`src/shared/frwic_map.svh`:
```
// Register offsets, field positions, reset values and timing counts.
// Assumes a 20 MHz REF_CLK and a 32-bit classic Wishbone slave port.
`ifndef FRWIC_MAP_SVH
`define FRWIC_MAP_SVH

// ****************************************
// Register byte offsets
// ****************************************
`define FRWIC_OFS_CTRL      6'h00
`define FRWIC_OFS_PROT      6'h04
`define FRWIC_OFS_LOCK      6'h08
`define FRWIC_OFS_CMD       6'h0C
`define FRWIC_OFS_STAT      6'h10
`define FRWIC_OFS_ADDR      6'h14

// ****************************************
// Control fields
// ****************************************
`define FRWIC_CTRL_SUSREQ   0
`define FRWIC_CTRL_SUSIEN   1
`define FRWIC_CTRL_LCREN    2
`define FRWIC_CTRL_CPUREN   3

// ****************************************
// Protected enable fields
// ****************************************
`define FRWIC_PROT_B        0
`define FRWIC_PROT_C        1
`define FRWIC_PROT_D        2

// ****************************************
// Status fields
// ****************************************
`define FRWIC_STAT_RDY      0
`define FRWIC_STAT_SUSP     1
`define FRWIC_STAT_ABORT    2
`define FRWIC_STAT_RECOV    3
`define FRWIC_STAT_HOLD     4

// ****************************************
// Commands
// ****************************************
`define FRWIC_CMD_ERASE     2'h1
`define FRWIC_CMD_PROG      2'h2

// ****************************************
// Reset values
// ****************************************
`define FRWIC_RST_CTRL      4'h0
`define FRWIC_RST_PROT      3'h0
`define FRWIC_RST_LOCK      4'hF

// ****************************************
// Timing (ns figures with derived cycle counts; erase and program given as cycles)
// ****************************************
`define FRWIC_CLK_NS        50
`define FRWIC_SUS_NS        1000
`define FRWIC_SUS_CYC       ((`FRWIC_SUS_NS) / (`FRWIC_CLK_NS))
`define FRWIC_RECOV_NS      5000
`define FRWIC_RECOV_CYC     ((`FRWIC_RECOV_NS) / (`FRWIC_CLK_NS))
`define FRWIC_ERASE_CYC     4000
`define FRWIC_PROG_CYC      400

`endif

```
`src/shared/frwic_pkg.sv`:
```
// Types of the flash rewrite and interrupt control block.
// Assumes frwic_map.svh for all numbers.
package frwic_pkg;

   typedef enum logic [2:0] {
      ST_IDLE,
      ST_RUN,
      ST_SUS_WAIT,
      ST_SUSP,
      ST_RECOV
   } frwic_state_t;

   // Field order matches the command word: block, area, command
   typedef struct packed {
      logic [3:0]  block;
      logic        area_prog;
      logic [1:0]  cmd;
   } frwic_cmd_t;

   typedef struct packed {
      logic        valid;
      logic        we;
      logic [3:0]  block;
   } frwic_acc_t;

endpackage

```
`src/hdl/frwic_top.sv`:
```
// Flash rewrite sequencer with interrupt, suspend and abort control.
// Assumes a classic Wishbone master and a CPU interrupt controller on REF_CLK.
`timescale 1ns/10ps
`include "frwic_map.svh"

// What this block and its software do
// Data-flash erase, auto-suspend enabled, interrupt taken: set suspend request.
// Suspend request halts erase after suspend latency.
// With auto-suspend off, handler software sets suspend request itself.
// While suspended, every block except interrupted one stays accessible.
// Clearing suspend request resumes the suspended erase.
// Data-flash program or unsuspended erase lets interrupts run alongside.
// Watchdog, oscillator or voltage interrupt aborts program-area work.
// After abort, interrupt handling waits for flash recovery period.
// Software re-erases aborted block and checks completion.
// Watchdog keeps running; software services it via erase suspend.
// Software avoids trap and debug interrupts during program-area work.
// Software allows no non-maskable interrupt while block 0 erases.
// Protected enables take 1 only after write 0 then write 1.
// Lock bits take 0 only after write 1 then write 0.
// Software never programs an already programmed address again.
// Software avoids stop or wait while erase is suspended.
// Software avoids stop or wait while flag shows busy.
// Software clears low-current read before stop or wait.
// Software issues no blank check while erase is suspended.
// Low-current read only on slow oscillator divided by 4, 8, 16.
// No low-current read at CPU clock of 3 kHz or less.
// Set clock divide first, then low-current read enable.
// Ready/busy shows busy from acceptance to completion, suspend or abort.
module frwic_top #(
   parameter int ERASE_CYC = `FRWIC_ERASE_CYC,
   parameter int PROG_CYC  = `FRWIC_PROG_CYC,
   parameter int RECOV_CYC = `FRWIC_RECOV_CYC
) (
   // Clock and reset
   input  wire logic        REF_CLK,
   input  wire logic        ARST_N,
   // Wishbone slave
   input  wire logic        WB_CYC_I,
   input  wire logic        WB_STB_I,
   input  wire logic        WB_WE_I,
   input  wire logic [5:0]  WB_ADR_I,
   input  wire logic [3:0]  WB_SEL_I,
   input  wire logic [31:0] WB_DAT_I,
   output logic      [31:0] WB_DAT_O,
   output logic             WB_ACK_O,
   // Interrupt acknowledge from the CPU
   input  wire logic        IRQ_ACK,
   input  wire logic        IRQ_ACK_FATAL,
   output logic             IRQ_HOLD,
   // Array access from the CPU side
   input  wire frwic_pkg::frwic_acc_t ARRAY_ACC,
   output logic             ARRAY_GRANT,
   // Flash state outputs
   output logic             FLASH_RESET,
   output logic             LOW_CURRENT_READ
);

   // ****************************************
   // Declarations
   // ****************************************
   frwic_pkg::frwic_state_t state_reg;
   frwic_pkg::frwic_cmd_t   op_reg;
   logic [3:0]  ctrl_reg;
   logic [2:0]  prot_reg;
   logic [3:0]  lock_reg;
   logic [2:0]  arm_reg;
   logic [3:0]  unlock_arm_reg;
   logic [2:0]  parm_reg;
   logic [2:0]  prot_set;
   logic        abort_reg;
   logic [15:0] cnt_reg;
   logic [15:0] done_reg;
   logic        ack_reg;
   logic [31:0] rdata_reg;
   logic        wr_stb;
   logic        rd_stb;
   logic        cmd_go;
   logic        busy;
   logic        auto_sus;
   logic        fatal_abort;

   // ****************************************
   // Helpers
   // ****************************************
   function automatic logic hit(input logic [5:0] ofs);
      hit = (WB_ADR_I == ofs);
   endfunction

   function automatic logic [15:0] op_len(input logic [1:0] c);
      op_len = (c == `FRWIC_CMD_ERASE) ? ERASE_CYC[15:0] : PROG_CYC[15:0];
   endfunction

   // ****************************************
   // Bus strobes
   // ****************************************
   assign wr_stb = WB_CYC_I && WB_STB_I && WB_WE_I && !ack_reg
                   && WB_SEL_I[0];
   assign rd_stb = WB_CYC_I && WB_STB_I && !WB_WE_I && !ack_reg;
   assign busy   = (state_reg == frwic_pkg::ST_RUN) ||
                   (state_reg == frwic_pkg::ST_SUS_WAIT);
   assign cmd_go = wr_stb && hit(`FRWIC_OFS_CMD) && ctrl_reg[`FRWIC_CTRL_CPUREN]
                   && (state_reg == frwic_pkg::ST_IDLE)
                   && (WB_DAT_I[1:0] != 2'h0);
   // Auto suspend only for a data-flash erase
   assign auto_sus = IRQ_ACK && ctrl_reg[`FRWIC_CTRL_SUSIEN] && busy
                     && !op_reg.area_prog
                     && (op_reg.cmd == `FRWIC_CMD_ERASE);
   assign fatal_abort = IRQ_ACK_FATAL && op_reg.area_prog
                        && (state_reg == frwic_pkg::ST_RUN ||
                            state_reg == frwic_pkg::ST_SUS_WAIT ||
                            state_reg == frwic_pkg::ST_SUSP);

   // ****************************************
   // Wishbone answer
   // ****************************************
   always_ff @(posedge REF_CLK or negedge ARST_N) begin
      if (!ARST_N) begin
         ack_reg <= 1'b0;
      end else begin
         ack_reg <= WB_CYC_I && WB_STB_I && !ack_reg;
      end
   end

   always_ff @(posedge REF_CLK or negedge ARST_N) begin
      if (!ARST_N) begin
         rdata_reg <= 32'h0000_0000;
      end else if (rd_stb) begin
         case (WB_ADR_I)
            `FRWIC_OFS_CTRL: rdata_reg <= {28'h0000000, ctrl_reg};
            `FRWIC_OFS_PROT: rdata_reg <= {29'h00000000, prot_reg};
            `FRWIC_OFS_LOCK: rdata_reg <= {28'h0000000, lock_reg};
            `FRWIC_OFS_CMD:  rdata_reg <= {25'h0000000, op_reg};
            `FRWIC_OFS_STAT: rdata_reg <= {27'h0000000, IRQ_HOLD,
                             state_reg == frwic_pkg::ST_RECOV, abort_reg,
                             state_reg == frwic_pkg::ST_SUSP, !busy};
            default:         rdata_reg <= 32'h0000_0000;
         endcase
      end
   end

   assign WB_ACK_O = ack_reg;
   assign WB_DAT_O = rdata_reg;

   // ****************************************
   // Control register and suspend request
   // ****************************************
   always_ff @(posedge REF_CLK or negedge ARST_N) begin
      if (!ARST_N) begin
         ctrl_reg <= `FRWIC_RST_CTRL;
         arm_reg  <= 3'h0;
      end else begin
         if (wr_stb && hit(`FRWIC_OFS_CTRL)) begin
            // Software sets or clears the suspend request; an auto-suspend set overrides a clear
            ctrl_reg[`FRWIC_CTRL_SUSREQ] <= WB_DAT_I[`FRWIC_CTRL_SUSREQ];
            // Enables: 0 arms, 1 right after an armed 0 takes
            arm_reg <= 3'h0;
            if (!WB_DAT_I[`FRWIC_CTRL_SUSIEN])
               ctrl_reg[`FRWIC_CTRL_SUSIEN] <= 1'b0;
            else if (arm_reg[0])
               ctrl_reg[`FRWIC_CTRL_SUSIEN] <= 1'b1;
            if (!WB_DAT_I[`FRWIC_CTRL_LCREN])
               ctrl_reg[`FRWIC_CTRL_LCREN] <= 1'b0;
            else if (arm_reg[1])
               ctrl_reg[`FRWIC_CTRL_LCREN] <= 1'b1;
            if (!WB_DAT_I[`FRWIC_CTRL_CPUREN])
               ctrl_reg[`FRWIC_CTRL_CPUREN] <= 1'b0;
            else if (arm_reg[2])
               ctrl_reg[`FRWIC_CTRL_CPUREN] <= 1'b1;
            arm_reg <= ~WB_DAT_I[3:1];
         end else if (wr_stb) begin
            // Any other write breaks the pairing
            arm_reg <= 3'h0;
         end
         // Hardware set wins over a software clear
         if (auto_sus)
            ctrl_reg[`FRWIC_CTRL_SUSREQ] <= 1'b1;
         if (state_reg == frwic_pkg::ST_IDLE && !cmd_go && !auto_sus
             && !(wr_stb && hit(`FRWIC_OFS_CTRL)))
            ctrl_reg[`FRWIC_CTRL_SUSREQ] <= 1'b0;
      end
   end

   // ****************************************
   // Protected enables and lock bits
   // ****************************************
   always_ff @(posedge REF_CLK or negedge ARST_N) begin
      if (!ARST_N) begin
         prot_reg <= `FRWIC_RST_PROT;
      end else if (wr_stb && hit(`FRWIC_OFS_PROT)) begin
         // A 0 clears at once, a 1 only lands when armed
         prot_reg <= (prot_reg & WB_DAT_I[2:0]) | prot_set;
      end
   end

   // Separate arm flops: 0 then 1 for enables, 1 then 0 for locks
   always_ff @(posedge REF_CLK or negedge ARST_N) begin
      if (!ARST_N) begin
         parm_reg       <= 3'h0;
         unlock_arm_reg <= 4'h0;
         lock_reg       <= `FRWIC_RST_LOCK;
      end else if (wr_stb && hit(`FRWIC_OFS_LOCK)) begin
         parm_reg <= 3'h0;
         for (int i = 0; i < 4; i++) begin
            if (WB_DAT_I[i])
               lock_reg[i] <= 1'b1;
            else if (unlock_arm_reg[i])
               lock_reg[i] <= 1'b0;
         end
         unlock_arm_reg <= WB_DAT_I[3:0];
      end else if (wr_stb && hit(`FRWIC_OFS_PROT)) begin
         unlock_arm_reg <= 4'h0;
         parm_reg       <= ~WB_DAT_I[2:0];
      end else if (wr_stb) begin
         parm_reg       <= 3'h0;
         unlock_arm_reg <= 4'h0;
      end
   end

   assign prot_set = (wr_stb && hit(`FRWIC_OFS_PROT))
                     ? (WB_DAT_I[2:0] & parm_reg) : 3'h0;

   // ****************************************
   // Sequencer
   // ****************************************
   always_ff @(posedge REF_CLK or negedge ARST_N) begin
      if (!ARST_N) begin
         state_reg <= frwic_pkg::ST_IDLE;
         op_reg    <= '0;
         cnt_reg   <= 16'h0000;
         done_reg  <= 16'h0000;
         abort_reg <= 1'b0;
      end else begin
         case (state_reg)
            frwic_pkg::ST_IDLE: begin
               if (cmd_go && !lock_reg[WB_DAT_I[4:3]]) begin
                  op_reg    <= WB_DAT_I[6:0];
                  done_reg  <= 16'h0000;
                  abort_reg <= 1'b0;
                  state_reg <= frwic_pkg::ST_RUN;
               end
            end
            frwic_pkg::ST_RUN: begin
               // Interrupts run alongside; only suspend or abort stops it
               if (fatal_abort) begin
                  abort_reg <= 1'b1;
                  cnt_reg   <= RECOV_CYC[15:0];
                  state_reg <= frwic_pkg::ST_RECOV;
               end else if (done_reg == op_len(op_reg.cmd)) begin
                  state_reg <= frwic_pkg::ST_IDLE;
               end else if ((ctrl_reg[`FRWIC_CTRL_SUSREQ] || auto_sus)
                            && op_reg.cmd == `FRWIC_CMD_ERASE) begin
                  done_reg  <= done_reg + 16'h0001;
                  cnt_reg   <= 16'(`FRWIC_SUS_CYC);
                  state_reg <= frwic_pkg::ST_SUS_WAIT;
               end else begin
                  done_reg <= done_reg + 16'h0001;
               end
            end
            frwic_pkg::ST_SUS_WAIT: begin
               // Erase progress count holds through the latency
               if (fatal_abort) begin
                  abort_reg <= 1'b1;
                  cnt_reg   <= RECOV_CYC[15:0];
                  state_reg <= frwic_pkg::ST_RECOV;
               end else if (cnt_reg <= 16'h0001) begin
                  state_reg <= frwic_pkg::ST_SUSP;
               end else begin
                  cnt_reg <= cnt_reg - 16'h0001;
               end
            end
            frwic_pkg::ST_SUSP: begin
               if (fatal_abort) begin
                  abort_reg <= 1'b1;
                  cnt_reg   <= RECOV_CYC[15:0];
                  state_reg <= frwic_pkg::ST_RECOV;
               end else if (!ctrl_reg[`FRWIC_CTRL_SUSREQ]) begin
                  state_reg <= frwic_pkg::ST_RUN;
               end
            end
            frwic_pkg::ST_RECOV: begin
               if (cnt_reg <= 16'h0001)
                  state_reg <= frwic_pkg::ST_IDLE;
               else
                  cnt_reg <= cnt_reg - 16'h0001;
            end
            default: state_reg <= frwic_pkg::ST_IDLE;
         endcase
      end
   end

   // ****************************************
   // Outputs
   // ****************************************
   assign FLASH_RESET      = (state_reg == frwic_pkg::ST_RECOV);
   assign IRQ_HOLD         = (state_reg == frwic_pkg::ST_RECOV);
   assign LOW_CURRENT_READ = ctrl_reg[`FRWIC_CTRL_LCREN];
   // Only the interrupted block is fenced while suspended
   assign ARRAY_GRANT = ARRAY_ACC.valid &&
                        (state_reg == frwic_pkg::ST_IDLE ||
                         (state_reg == frwic_pkg::ST_SUSP &&
                          ARRAY_ACC.block != op_reg.block));

endmodule

```
`config.mk`:
```
export PLATFORM = sky130hd
export DESIGN_NAME = frwic_top
export DESIGN_NICKNAME = d
export VERILOG_FILES = /design/src/shared/frwic_pkg.sv /design/src/hdl/frwic_top.sv
export VERILOG_INCLUDE_DIRS = /design/src /design/src/shared
export SDC_FILE = /design/constraint.sdc
export NUM_CORES = 1
export LEC_CHECK = 0
export BUFFER_PORTS_ARGS = -buffer_cell sky130_fd_sc_hd__buf_2
export CELL_PAD_IN_SITES_DETAIL_PLACEMENT = 1
export CELL_PAD_IN_SITES_GLOBAL_PLACEMENT = 2
export CORE_MARGIN = 3
export CORE_UTILIZATION = 36
export CTS_CLUSTER_SIZE = 24
export DETAILED_ROUTE_END_ITERATION = 6
export HOLD_SLACK_MARGIN = 0.12
export PLACE_DENSITY_LB_ADDON = 0.1
export SLEW_MARGIN = 20
export SYNTH_ARGS = -nofsm -noshare
export SYNTH_HDL_FRONTEND = slang
export SYNTH_SLANG_ARGS = --single-unit
```
`constraint.sdc`:
```
create_clock -name REF_CLK -period 3.1 [get_ports REF_CLK]
set_input_delay 0.93 -clock REF_CLK [delete_from_list [all_inputs] [get_ports REF_CLK]]
set_output_delay 0.93 -clock REF_CLK [all_outputs]
set_load 0.01 [all_outputs]
```
== Yosys cells after proc, flatten, opt, wreduce, memory -nomap -nowiden ==
Cells that the tools add are included.

* $add $sub $neg: 2
* $lt $le $gt $ge: 2
* Eq/ne operators: 25
* Muxes and demuxes: 53
* Bitwise operators: 5
* Reduce and logical (&&, ||, !) cells: 65

{| class="wikitable"
|+ Operators with widths
! kind !! count
|-
| 16-bit 2-to-1 mux || 9
|-
| 16-bit one-hot mux with 4 select lines || 1
|-
| 3-bit 2-to-1 mux || 14
|-
| 7-bit one-hot mux with 5 select lines || 1
|-
| 16-bit one-hot mux with 2 select lines || 1
|-
| 1-bit logical AND || 27
|-
| 1-bit 2-to-1 mux || 20
|-
| 16-bit by 1-bit adder with 16-bit output, second input constant || 1
|-
| 16-bit by 12-bit == test with 1-bit output || 1
|-
| 16-bit by 1-bit <= comparator with 1-bit output, second input constant || 1
|-
| 2-bit AND reduction || 8
|-
| 2-bit nonzero test || 8
|-
| 16-bit by 1-bit subtractor with 16-bit output, second input constant || 1
|-
| 3-bit one-hot mux with 5 select lines || 1
|-
| 6-bit by 4-bit == test with 1-bit output, second input constant || 2
|-
| 12-bit 2-to-1 mux || 1
|-
| 4-bit 2-to-1 mux || 3
|-
| 2-bit by 1-bit != test with 1-bit output, second input constant || 5
|-
| 1-bit zero test || 8
|-
| 2-bit != test, second input constant || 4
|-
| 4-bit AND reduction || 2
|-
| 3-bit AND || 2
|-
| 3-bit by 2-bit == test with 1-bit output, second input constant || 2
|-
| 6-bit by 3-bit == test with 1-bit output, second input constant || 1
|-
| other kinds (21) || 28
|}

* Register bits after elaboration: 97
* Bits of input ports: 55
* Output and inout port bits: 37
* Logic and storage cells: 173

== Longest topological paths before layout ==
Gate-level depths: netlist of run 1.

* Depth in word-level cells: 13
* Mapped depth: 9

== Worst setup path after synthesis of run 1 ==
OpenSTA, ideal clock, no wires.

* Kind: input -> register
* From: input port WB_ADR_I[2]
* To: register op_reg[1] in the netlist's numbering
* Setup time: 125 ps
* Arrival: 2401 ps
* Data required time: 2975 ps
* Slack: 574 ps
* Stages: 6
* Buffers on the path: 3
* Cell sequence: clkbuf_1 > and3_1 > and4b_1 > clkbuf_1 > buf_2 > mux2_2

* Word-level cells in the longest chain between the ends: 7

{| class="wikitable"
|+ Ends and longest elaborated chain
! element !! RTL line !! source
|-
| start, declared || frwic_top.sv:42 || <nowiki>input wire logic [5:0] WB_ADR_I,</nowiki>
|-
| 6-bit by 4-bit == test with 1-bit output || frwic_top.sv:87 || <nowiki>hit = (WB_ADR_I == ofs);</nowiki>
|-
| 1-bit logical AND (4 in a row) || frwic_top.sv:102 || <nowiki>assign cmd_go = wr_stb && hit(`FRWIC_OFS_CMD) && ctrl_reg[`FRWIC_CTRL_CPUREN]</nowiki>
|-
| 1-bit logical AND || frwic_top.sv:236 || <nowiki>if (cmd_go && !lock_reg[WB_DAT_I[4:3]]) begin</nowiki>
|-
| 2-bit AND reduction (no source line) || -- ||
|-
| end signal, assigned || frwic_top.sv:237 || <nowiki>op_reg <= WB_DAT_I[6:0];</nowiki>
|-
| end, declared || frwic_top.sv:63 || <nowiki>frwic_pkg::frwic_cmd_t op_reg;</nowiki>
|}

Every way passes these cells.
A chain may end at the register's enable or synchronous reset.

== Worst setup path in the final report of run 1 ==
* From: input port ARRAY_ACC[0] in the netlist's numbering
* To: output port ARRAY_GRANT

* Word-level cells in the longest chain between the ends: 4

{| class="wikitable"
|+ Ends and longest elaborated chain
! element !! RTL line !! source
|-
| start, declared || frwic_top.sv:52 || <nowiki>input wire frwic_pkg::frwic_acc_t ARRAY_ACC,</nowiki>
|-
| 4-bit != test || frwic_top.sv:302 || <nowiki>ARRAY_ACC.block != op_reg.block));</nowiki>
|-
| 1-bit logical AND || frwic_top.sv:301 || <nowiki>(state_reg == frwic_pkg::ST_SUSP &&</nowiki>
|-
| 1-bit logical OR || frwic_top.sv:300 || <nowiki>(state_reg == frwic_pkg::ST_IDLE ||</nowiki>
|-
| 1-bit logical AND || frwic_top.sv:299 || <nowiki>assign ARRAY_GRANT = ARRAY_ACC.valid &&</nowiki>
|-
| end, declared || frwic_top.sv:53 || <nowiki>output logic ARRAY_GRANT,</nowiki>
|}

Every way passes these cells.

==> results of run 1 <==
[cells in the mapped netlist, drive strengths merged (8+ instances only)]
library cell | instances | area [µm²]
o21ai | 10 | 50.0
nor4 | 9 | 68.8
nand3 | 16 | 80.1
nor3 | 14 | 70.1
a22o | 12 | 106
mux2 | 9 | 101
a21oi | 20 | 100
clkbuf | 11 | 51.3
xnor2 | 10 | 87.6
inv | 12 | 45.0
or3 | 9 | 56.3
dfrtp | 68 | 1700
buf | 33 | 249
nor2 | 52 | 195
nand4 | 8 | 50.1
nand2 | 19 | 73.8
[worst max-delay path by stage]
stage / slack, ns / to / start / depth (start not counted)
after floorplan: 0.57 / op_reg[1]$_DFFE_PN0P_ / WB_ADR_I[2] / 6
after global placement: 0.30 / ARRAY_GRANT / ARRAY_ACC[0] / 6
after detailed placement: 0.32 / ARRAY_GRANT / ARRAY_ACC[0] / 6
after CTS: 0.31 / ARRAY_GRANT / ARRAY_ACC[0] / 6
after global routing: 0.21 / ARRAY_GRANT / ARRAY_ACC[0] / 6
final: 0.33 / ARRAY_GRANT / ARRAY_ACC[0] / 6
[cell families after synthesis]
group,after synthesis,share of synthesized area
and+or+nand+nor,176,0.229
AOI/OAI and AO/OA,98,0.173
DFF,72,0.427
buffers and inverters,56,0.0816
xor gates and xnor gates,15,0.0328
muxes,15,0.0441
adders and majority gates,4,0.0118
other,1,0.000886
[final cells by class]
| cell class | instances | area, µm² |
|---|---|---|
| clock buffers | 9 | 225 |
| clock inverters | 7 | 72.6 |
| fillers | 1292 | 6390 |
| inverters | 12 | 45.0 |
| multi-input cells | 333 | 2170 |
| flip-flops and latches | 72 | 1810 |
| well taps | 140 | 175 |
| repair buffers | 49 | 288 |
[metrics by stage]
step	hold WS, ns	instance area, µm²
4_1_cts	0.482	4780
3_5_place_dp	0.468	4480
5_1_grt	0.509	4780
3_3_place_gp	0.461	4480
2_1_floorplan	0.450	4320
6_report	0.481	4780
[layer usage]
layer  routed length (µm)  vias up  share of wire
li1                     -     1645              -
met1                 5190     1741           0.46
met2                 5770       49           0.51
met3                  259       11          0.023
met4                  153        0          0.013
met5                    0        -              0
[where the power goes]
part | total, mW | internal [mW] | switching (mW)
logic | 0.123 | 0.0418 | 0.0808
registers | 0.966 | 0.957 | 0.00921
clock network | 1.05 | 0.623 | 0.425
total | 2.14 | 1.62 | 0.515
==> results.yml, run 1 <==
hold_path:
  hold_class: "flip-flop to flip-flop"
  whs_endpoint: "parm_reg[0]$_DFFE_PN0P_"
  min-delay-start: "parm_reg[0]$_DFFE_PN0P_"
  whs_path_depth: 1
critical_path:
  crit_path_end_kind: "primary output"
  critPathMaxFanout: 1
  crit_family: "buffers and inverters"
  path_buf_inv: 2
  r2r_cells: 6
  worst-setup-path-type: "input port to primary output"
  critical_path.max_stage_delay_ns: 0.25
  cp_data_arrival_time_ns: 1.84
  path_cells: "buf_2 > xnor2_1 > a41oi_1 > nor2_1 > nor3b_1 > buf_2"
  crit_path_start_kind: "input port"
  slowest_stage: "a41oi_1"
  required_ns: 2.17
  worst_r2r_endpoint: "cnt_reg[15]$_DFFE_PN0P_"
  rr_startpoint: "state_reg[0]$_DFFE_PN0P_"
  reg2reg_slack_ns: 0.70
  cp_common_cell: "buf_2"
timing:
  rsz0062_at_grt: "no"
  slew-limit-headroom: 0.580
  tightest_slew_ns: 0.624
  worst_slack_ns: 0.325
  min_period_ns: 2.77
  slew_violations: 0
  fin_crit_sh: 0.895
  setup_violations: 0
  clock_skew_ns: 0.00691
  tns_ns: 0
  max_freq_mhz: 360
  finalHoldViolations: 0
yosys:
  avgSynthCellArea_um2: 9.68
  synth.distinct_cells: 74
  syn-instance-count: 437
  async_flop_share: 1.00
  ys_seq_elements: 72
  synth_enable_flop_cells: 0
  synth_area_um2: 4230
  ys_seq_area_frac: 0.427
  synth_warnings: 0
  synth_ff_type: "dfrtp_1"
global_routing:
  grt_first_pass_wirelength_mm: 19.2
  grt_usage: 0.185
  use_met2: 0.315
  use_met3: 0.0291
  grt-ovfl-total: 0
  grt_use_met1: 0.240
  grt_pass1_vias: 3678
  antenna_found_initial: 0
  grt_max_degree: 73
  grt-busiest-layer: "met2"
floorplan:
  die_area_um2: 13100
  die_h_um: 114
  num_rows: 38
  coreArea_um2: 11200
  initial_core_util: 0.379
  die_x_um: 114
  pin_count: 92
placement:
  dp_slack_ns: 0.316
  placedCellCount: 606
  place_congestion: 0.747
  numPortBuffers: 37
  dp_hpwl_mm: 8.40
detailed_routing:
  post_drt_wl_per_cell_um: 18.3
  num_vias: 3446
  drc: 0
  viasPerCell: 5.54
  drt_wl_total_mm: 11.4
  drt_iter0_drc: 148
  drtPass1Iterations: 4
  antenna_left: 0
cts:
  clkTransAtPathRegs_ns: 0.06
  clkSinkCount: 72
  clk_latency_ns: 0.33
  hold_buffers: 0
  cts_tree: "done"
  numCtsBuffers: 9
  htreeDepth: 3
  clockBufferDepth: 2
  post_cts_resize_count: 0
  root_buffer: "clkbuf_16"
  post_cts_buffers: 0
outcome:
  status: "complete, no violations"
cells_and_area:
  drive_above_1_share: 0.212
  final_cells: 622
  mostFrequentLayoutCells: "68 x dfrtp_1, 52 x nor2_1, 37 x buf_2, 25 x conb_1, 20 x a21oi_1"
  nNetsFinal: 536
  utilization: 0.428
  final_common_cell: "dfrtp_1"
  area_growth_pct: 13.0
  antenna-diode-count: 0
power:
  vdd_drop_max_mv: 0.233
  p_leak_nw: 2.24
  p_total_mw: 2.14
  powerDensity_nw_per_um2: 447
flow_run:
  maxCapViolCount: 0
No activity file was read; power rests on OpenSTA's default activity.
==> run 2: changes to the inputs <==
--- a/config.mk
+++ b/config.mk
@@ -6,13 +6,13 @@
 export SDC_FILE = /design/constraint.sdc
 export NUM_CORES = 1
 export LEC_CHECK = 0
-export BUFFER_PORTS_ARGS = -buffer_cell sky130_fd_sc_hd__buf_2
 export CELL_PAD_IN_SITES_DETAIL_PLACEMENT = 1
 export CELL_PAD_IN_SITES_GLOBAL_PLACEMENT = 2
 export CORE_MARGIN = 3
-export CORE_UTILIZATION = 36
+export CORE_UTILIZATION = 42
 export CTS_CLUSTER_SIZE = 24
 export DETAILED_ROUTE_END_ITERATION = 6
+export DONT_BUFFER_PORTS = 1
 export HOLD_SLACK_MARGIN = 0.12
 export PLACE_DENSITY_LB_ADDON = 0.1
 export SLEW_MARGIN = 20
==> run 2 against run 1 <==
- routed wire length decreased by 3.6%
- count of clock-buffer cells in the layout increased by 1
- power decreased by 16%
- utilization increased by 2.8 points
- sequential power increased by 0.8%
- global-route usage increased by 2.2 points
- critical endpoint unchanged
- largest cell class unchanged
==> results.yml, run 2 (synthesis results as in run 1) <==
outcome:
  status: "complete, no violations"
timing:
  slew-limit-headroom: 0.561
  max_freq_mhz: 369
  tightest_slew_ns: 0.657
  slew_violations: 0
  fin_crit_sh: 0.873
  hold-worst-slack_ns: 0.261
  tns_ns: 0
  min_period_ns: 2.71
  setup_violations: 0
  clock_skew_ns: 0.00526
  rsz0062_at_grt: "no"
  finalHoldViolations: 0
critical_path:
  worst_r2r_endpoint: "cnt_reg[15]$_DFFE_PN0P_"
  required_ns: 2.17
  r2r_cells: 6
  critPathMaxFanout: 10
  crit_path_end_kind: "primary output"
  crit_path_start_kind: "flip-flop"
  rr_startpoint: "state_reg[0]$_DFFE_PN0P_"
  worst-setup-path-type: "flip-flop to primary output"
  reg2reg_slack_ns: 0.76
  cp_data_arrival_time_ns: 1.78
floorplan:
  die_h_um: 106
  initial_core_util: 0.433
  die_x_um: 106
  coreArea_um2: 9770
  die_area_um2: 11300
  num_rows: 36
  pin_count: 92
power:
  p_total_mw: 1.80
  powerDensity_nw_per_um2: 404
  p_leak_nw: 2.02
  vdd_drop_max_mv: 0.251
global_routing:
  grt-ovfl-total: 0
  grt_first_pass_wirelength_mm: 18.5
  grt_usage: 0.207
  grt_pass1_vias: 3467
  grt_max_degree: 73
  antenna_found_initial: 0
cts:
  clkSinkCount: 72
  post_cts_resize_count: 0
  clockBufferDepth: 2
  cts_tree: "done"
  post_cts_buffers: 0
  root_buffer: "clkbuf_8"
  clkTransAtPathRegs_ns: 0.08
  htreeDepth: 3
  clk_latency_ns: 0.35
  numCtsBuffers: 9
  hold_buffers: 0
detailed_routing:
  antenna_left: 0
  drt_iter0_drc: 92
  drtPass1Iterations: 4
  num_vias: 3288
  viasPerCell: 5.73
  drc: 0
  drt_wl_total_mm: 11.0
  post_drt_wl_per_cell_um: 19.1
cells_and_area:
  nNetsFinal: 495
  area_growth_pct: 5.24
  fin_area_um2: 4450
  mostFrequentLayoutCells: "68 x dfrtp_1, 52 x nor2_1, 25 x conb_1, 20 x a21oi_1, 18 x nand2_1"
  drive_above_1_share: 0.138
  final_common_cell: "dfrtp_1"
  antenna-diode-count: 0
placement:
  place_congestion: 0.796
  numPortBuffers: 0
  dp_hpwl_mm: 8.04
  dpl_cell_area_um2: 4250
flow_run:
  maxCapViolCount: 0
hold_path:
  hold_class: "input port to asynchronous set/reset pin"
run 2: cell count changes in the layout (fill, tap and decap cells not counted):
| cell | delta |
|---|---|
| clkinv_4 | -1 |
| clkbuf_8 | +10 |
| clkbuf_16 | -9 |
| buf_2 | -37 |
| buf_4 | -3 |
| buf_12 | -1 |
| clkinv_2 | -1 |
| inv_6 | +1 |
run 2: power by group:
group          total, mW  internal (mW)  switching, mW
Clock              0.775          0.396          0.379
Combinational     0.0511         0.0191         0.0320
Sequential         0.974          0.956         0.0184
Total               1.80           1.37          0.429
run 2: worst max-delay path by stage:
stage / start / end / slack (ns) / depth (start not counted)
final: state_reg[0]$_DFFE_PN0P_ / ARRAY_GRANT / 0.39 / 4
after global routing: state_reg[0]$_DFFE_PN0P_ / ARRAY_GRANT / 0.27 / 4
after CTS: state_reg[0]$_DFFE_PN0P_ / ARRAY_GRANT / 0.33 / 4
after detailed placement: WB_ADR_I[5] / op_reg[1]$_DFFE_PN0P_ / 0.40 / 5
after global placement: ARRAY_ACC[0] / ARRAY_GRANT / 0.43 / 4
after floorplan: WB_ADR_I[2] / op_reg[1]$_DFFE_PN0P_ / 0.57 / 6
run 2: cell type report:
cell class                      count  area, µm²
Clock buffer                       10        138
Inverter                           12       45.0
Sequential cell                    72       1810
Tap cell                          133        166
Multi-Input combinational cell    333       2170
Timing Repair Buffer                8       60.1
Clock inverter                      6       67.6
Fill cell                        1136       5320
run 2: critical path, stage by stage (launching register included):
cell	delay, ns
dfrtp_1	0.59
nand2_1	0.20
a41oi_1	0.21
nor2_1	0.08
nor3b_1	0.35
run 2: metrics by stage:
step                      instances   util  setup WS, ns
after floorplan                 461      -         0.574
after global placement          558  0.434         0.429
after detailed placement        558  0.434         0.399
after CTS                       574  0.455         0.329
after global routing            574  0.455         0.268
final                           574  0.455         0.392
run 2: layer usage:
layer	vias to the layer above	track usage	routed length (µm)
met4	0	0.0685	161
met5	-	0	0
met1	1656	0.277	5010
li1	1555	-	-
met3	13	0.0443	487
met2	64	0.333	5300
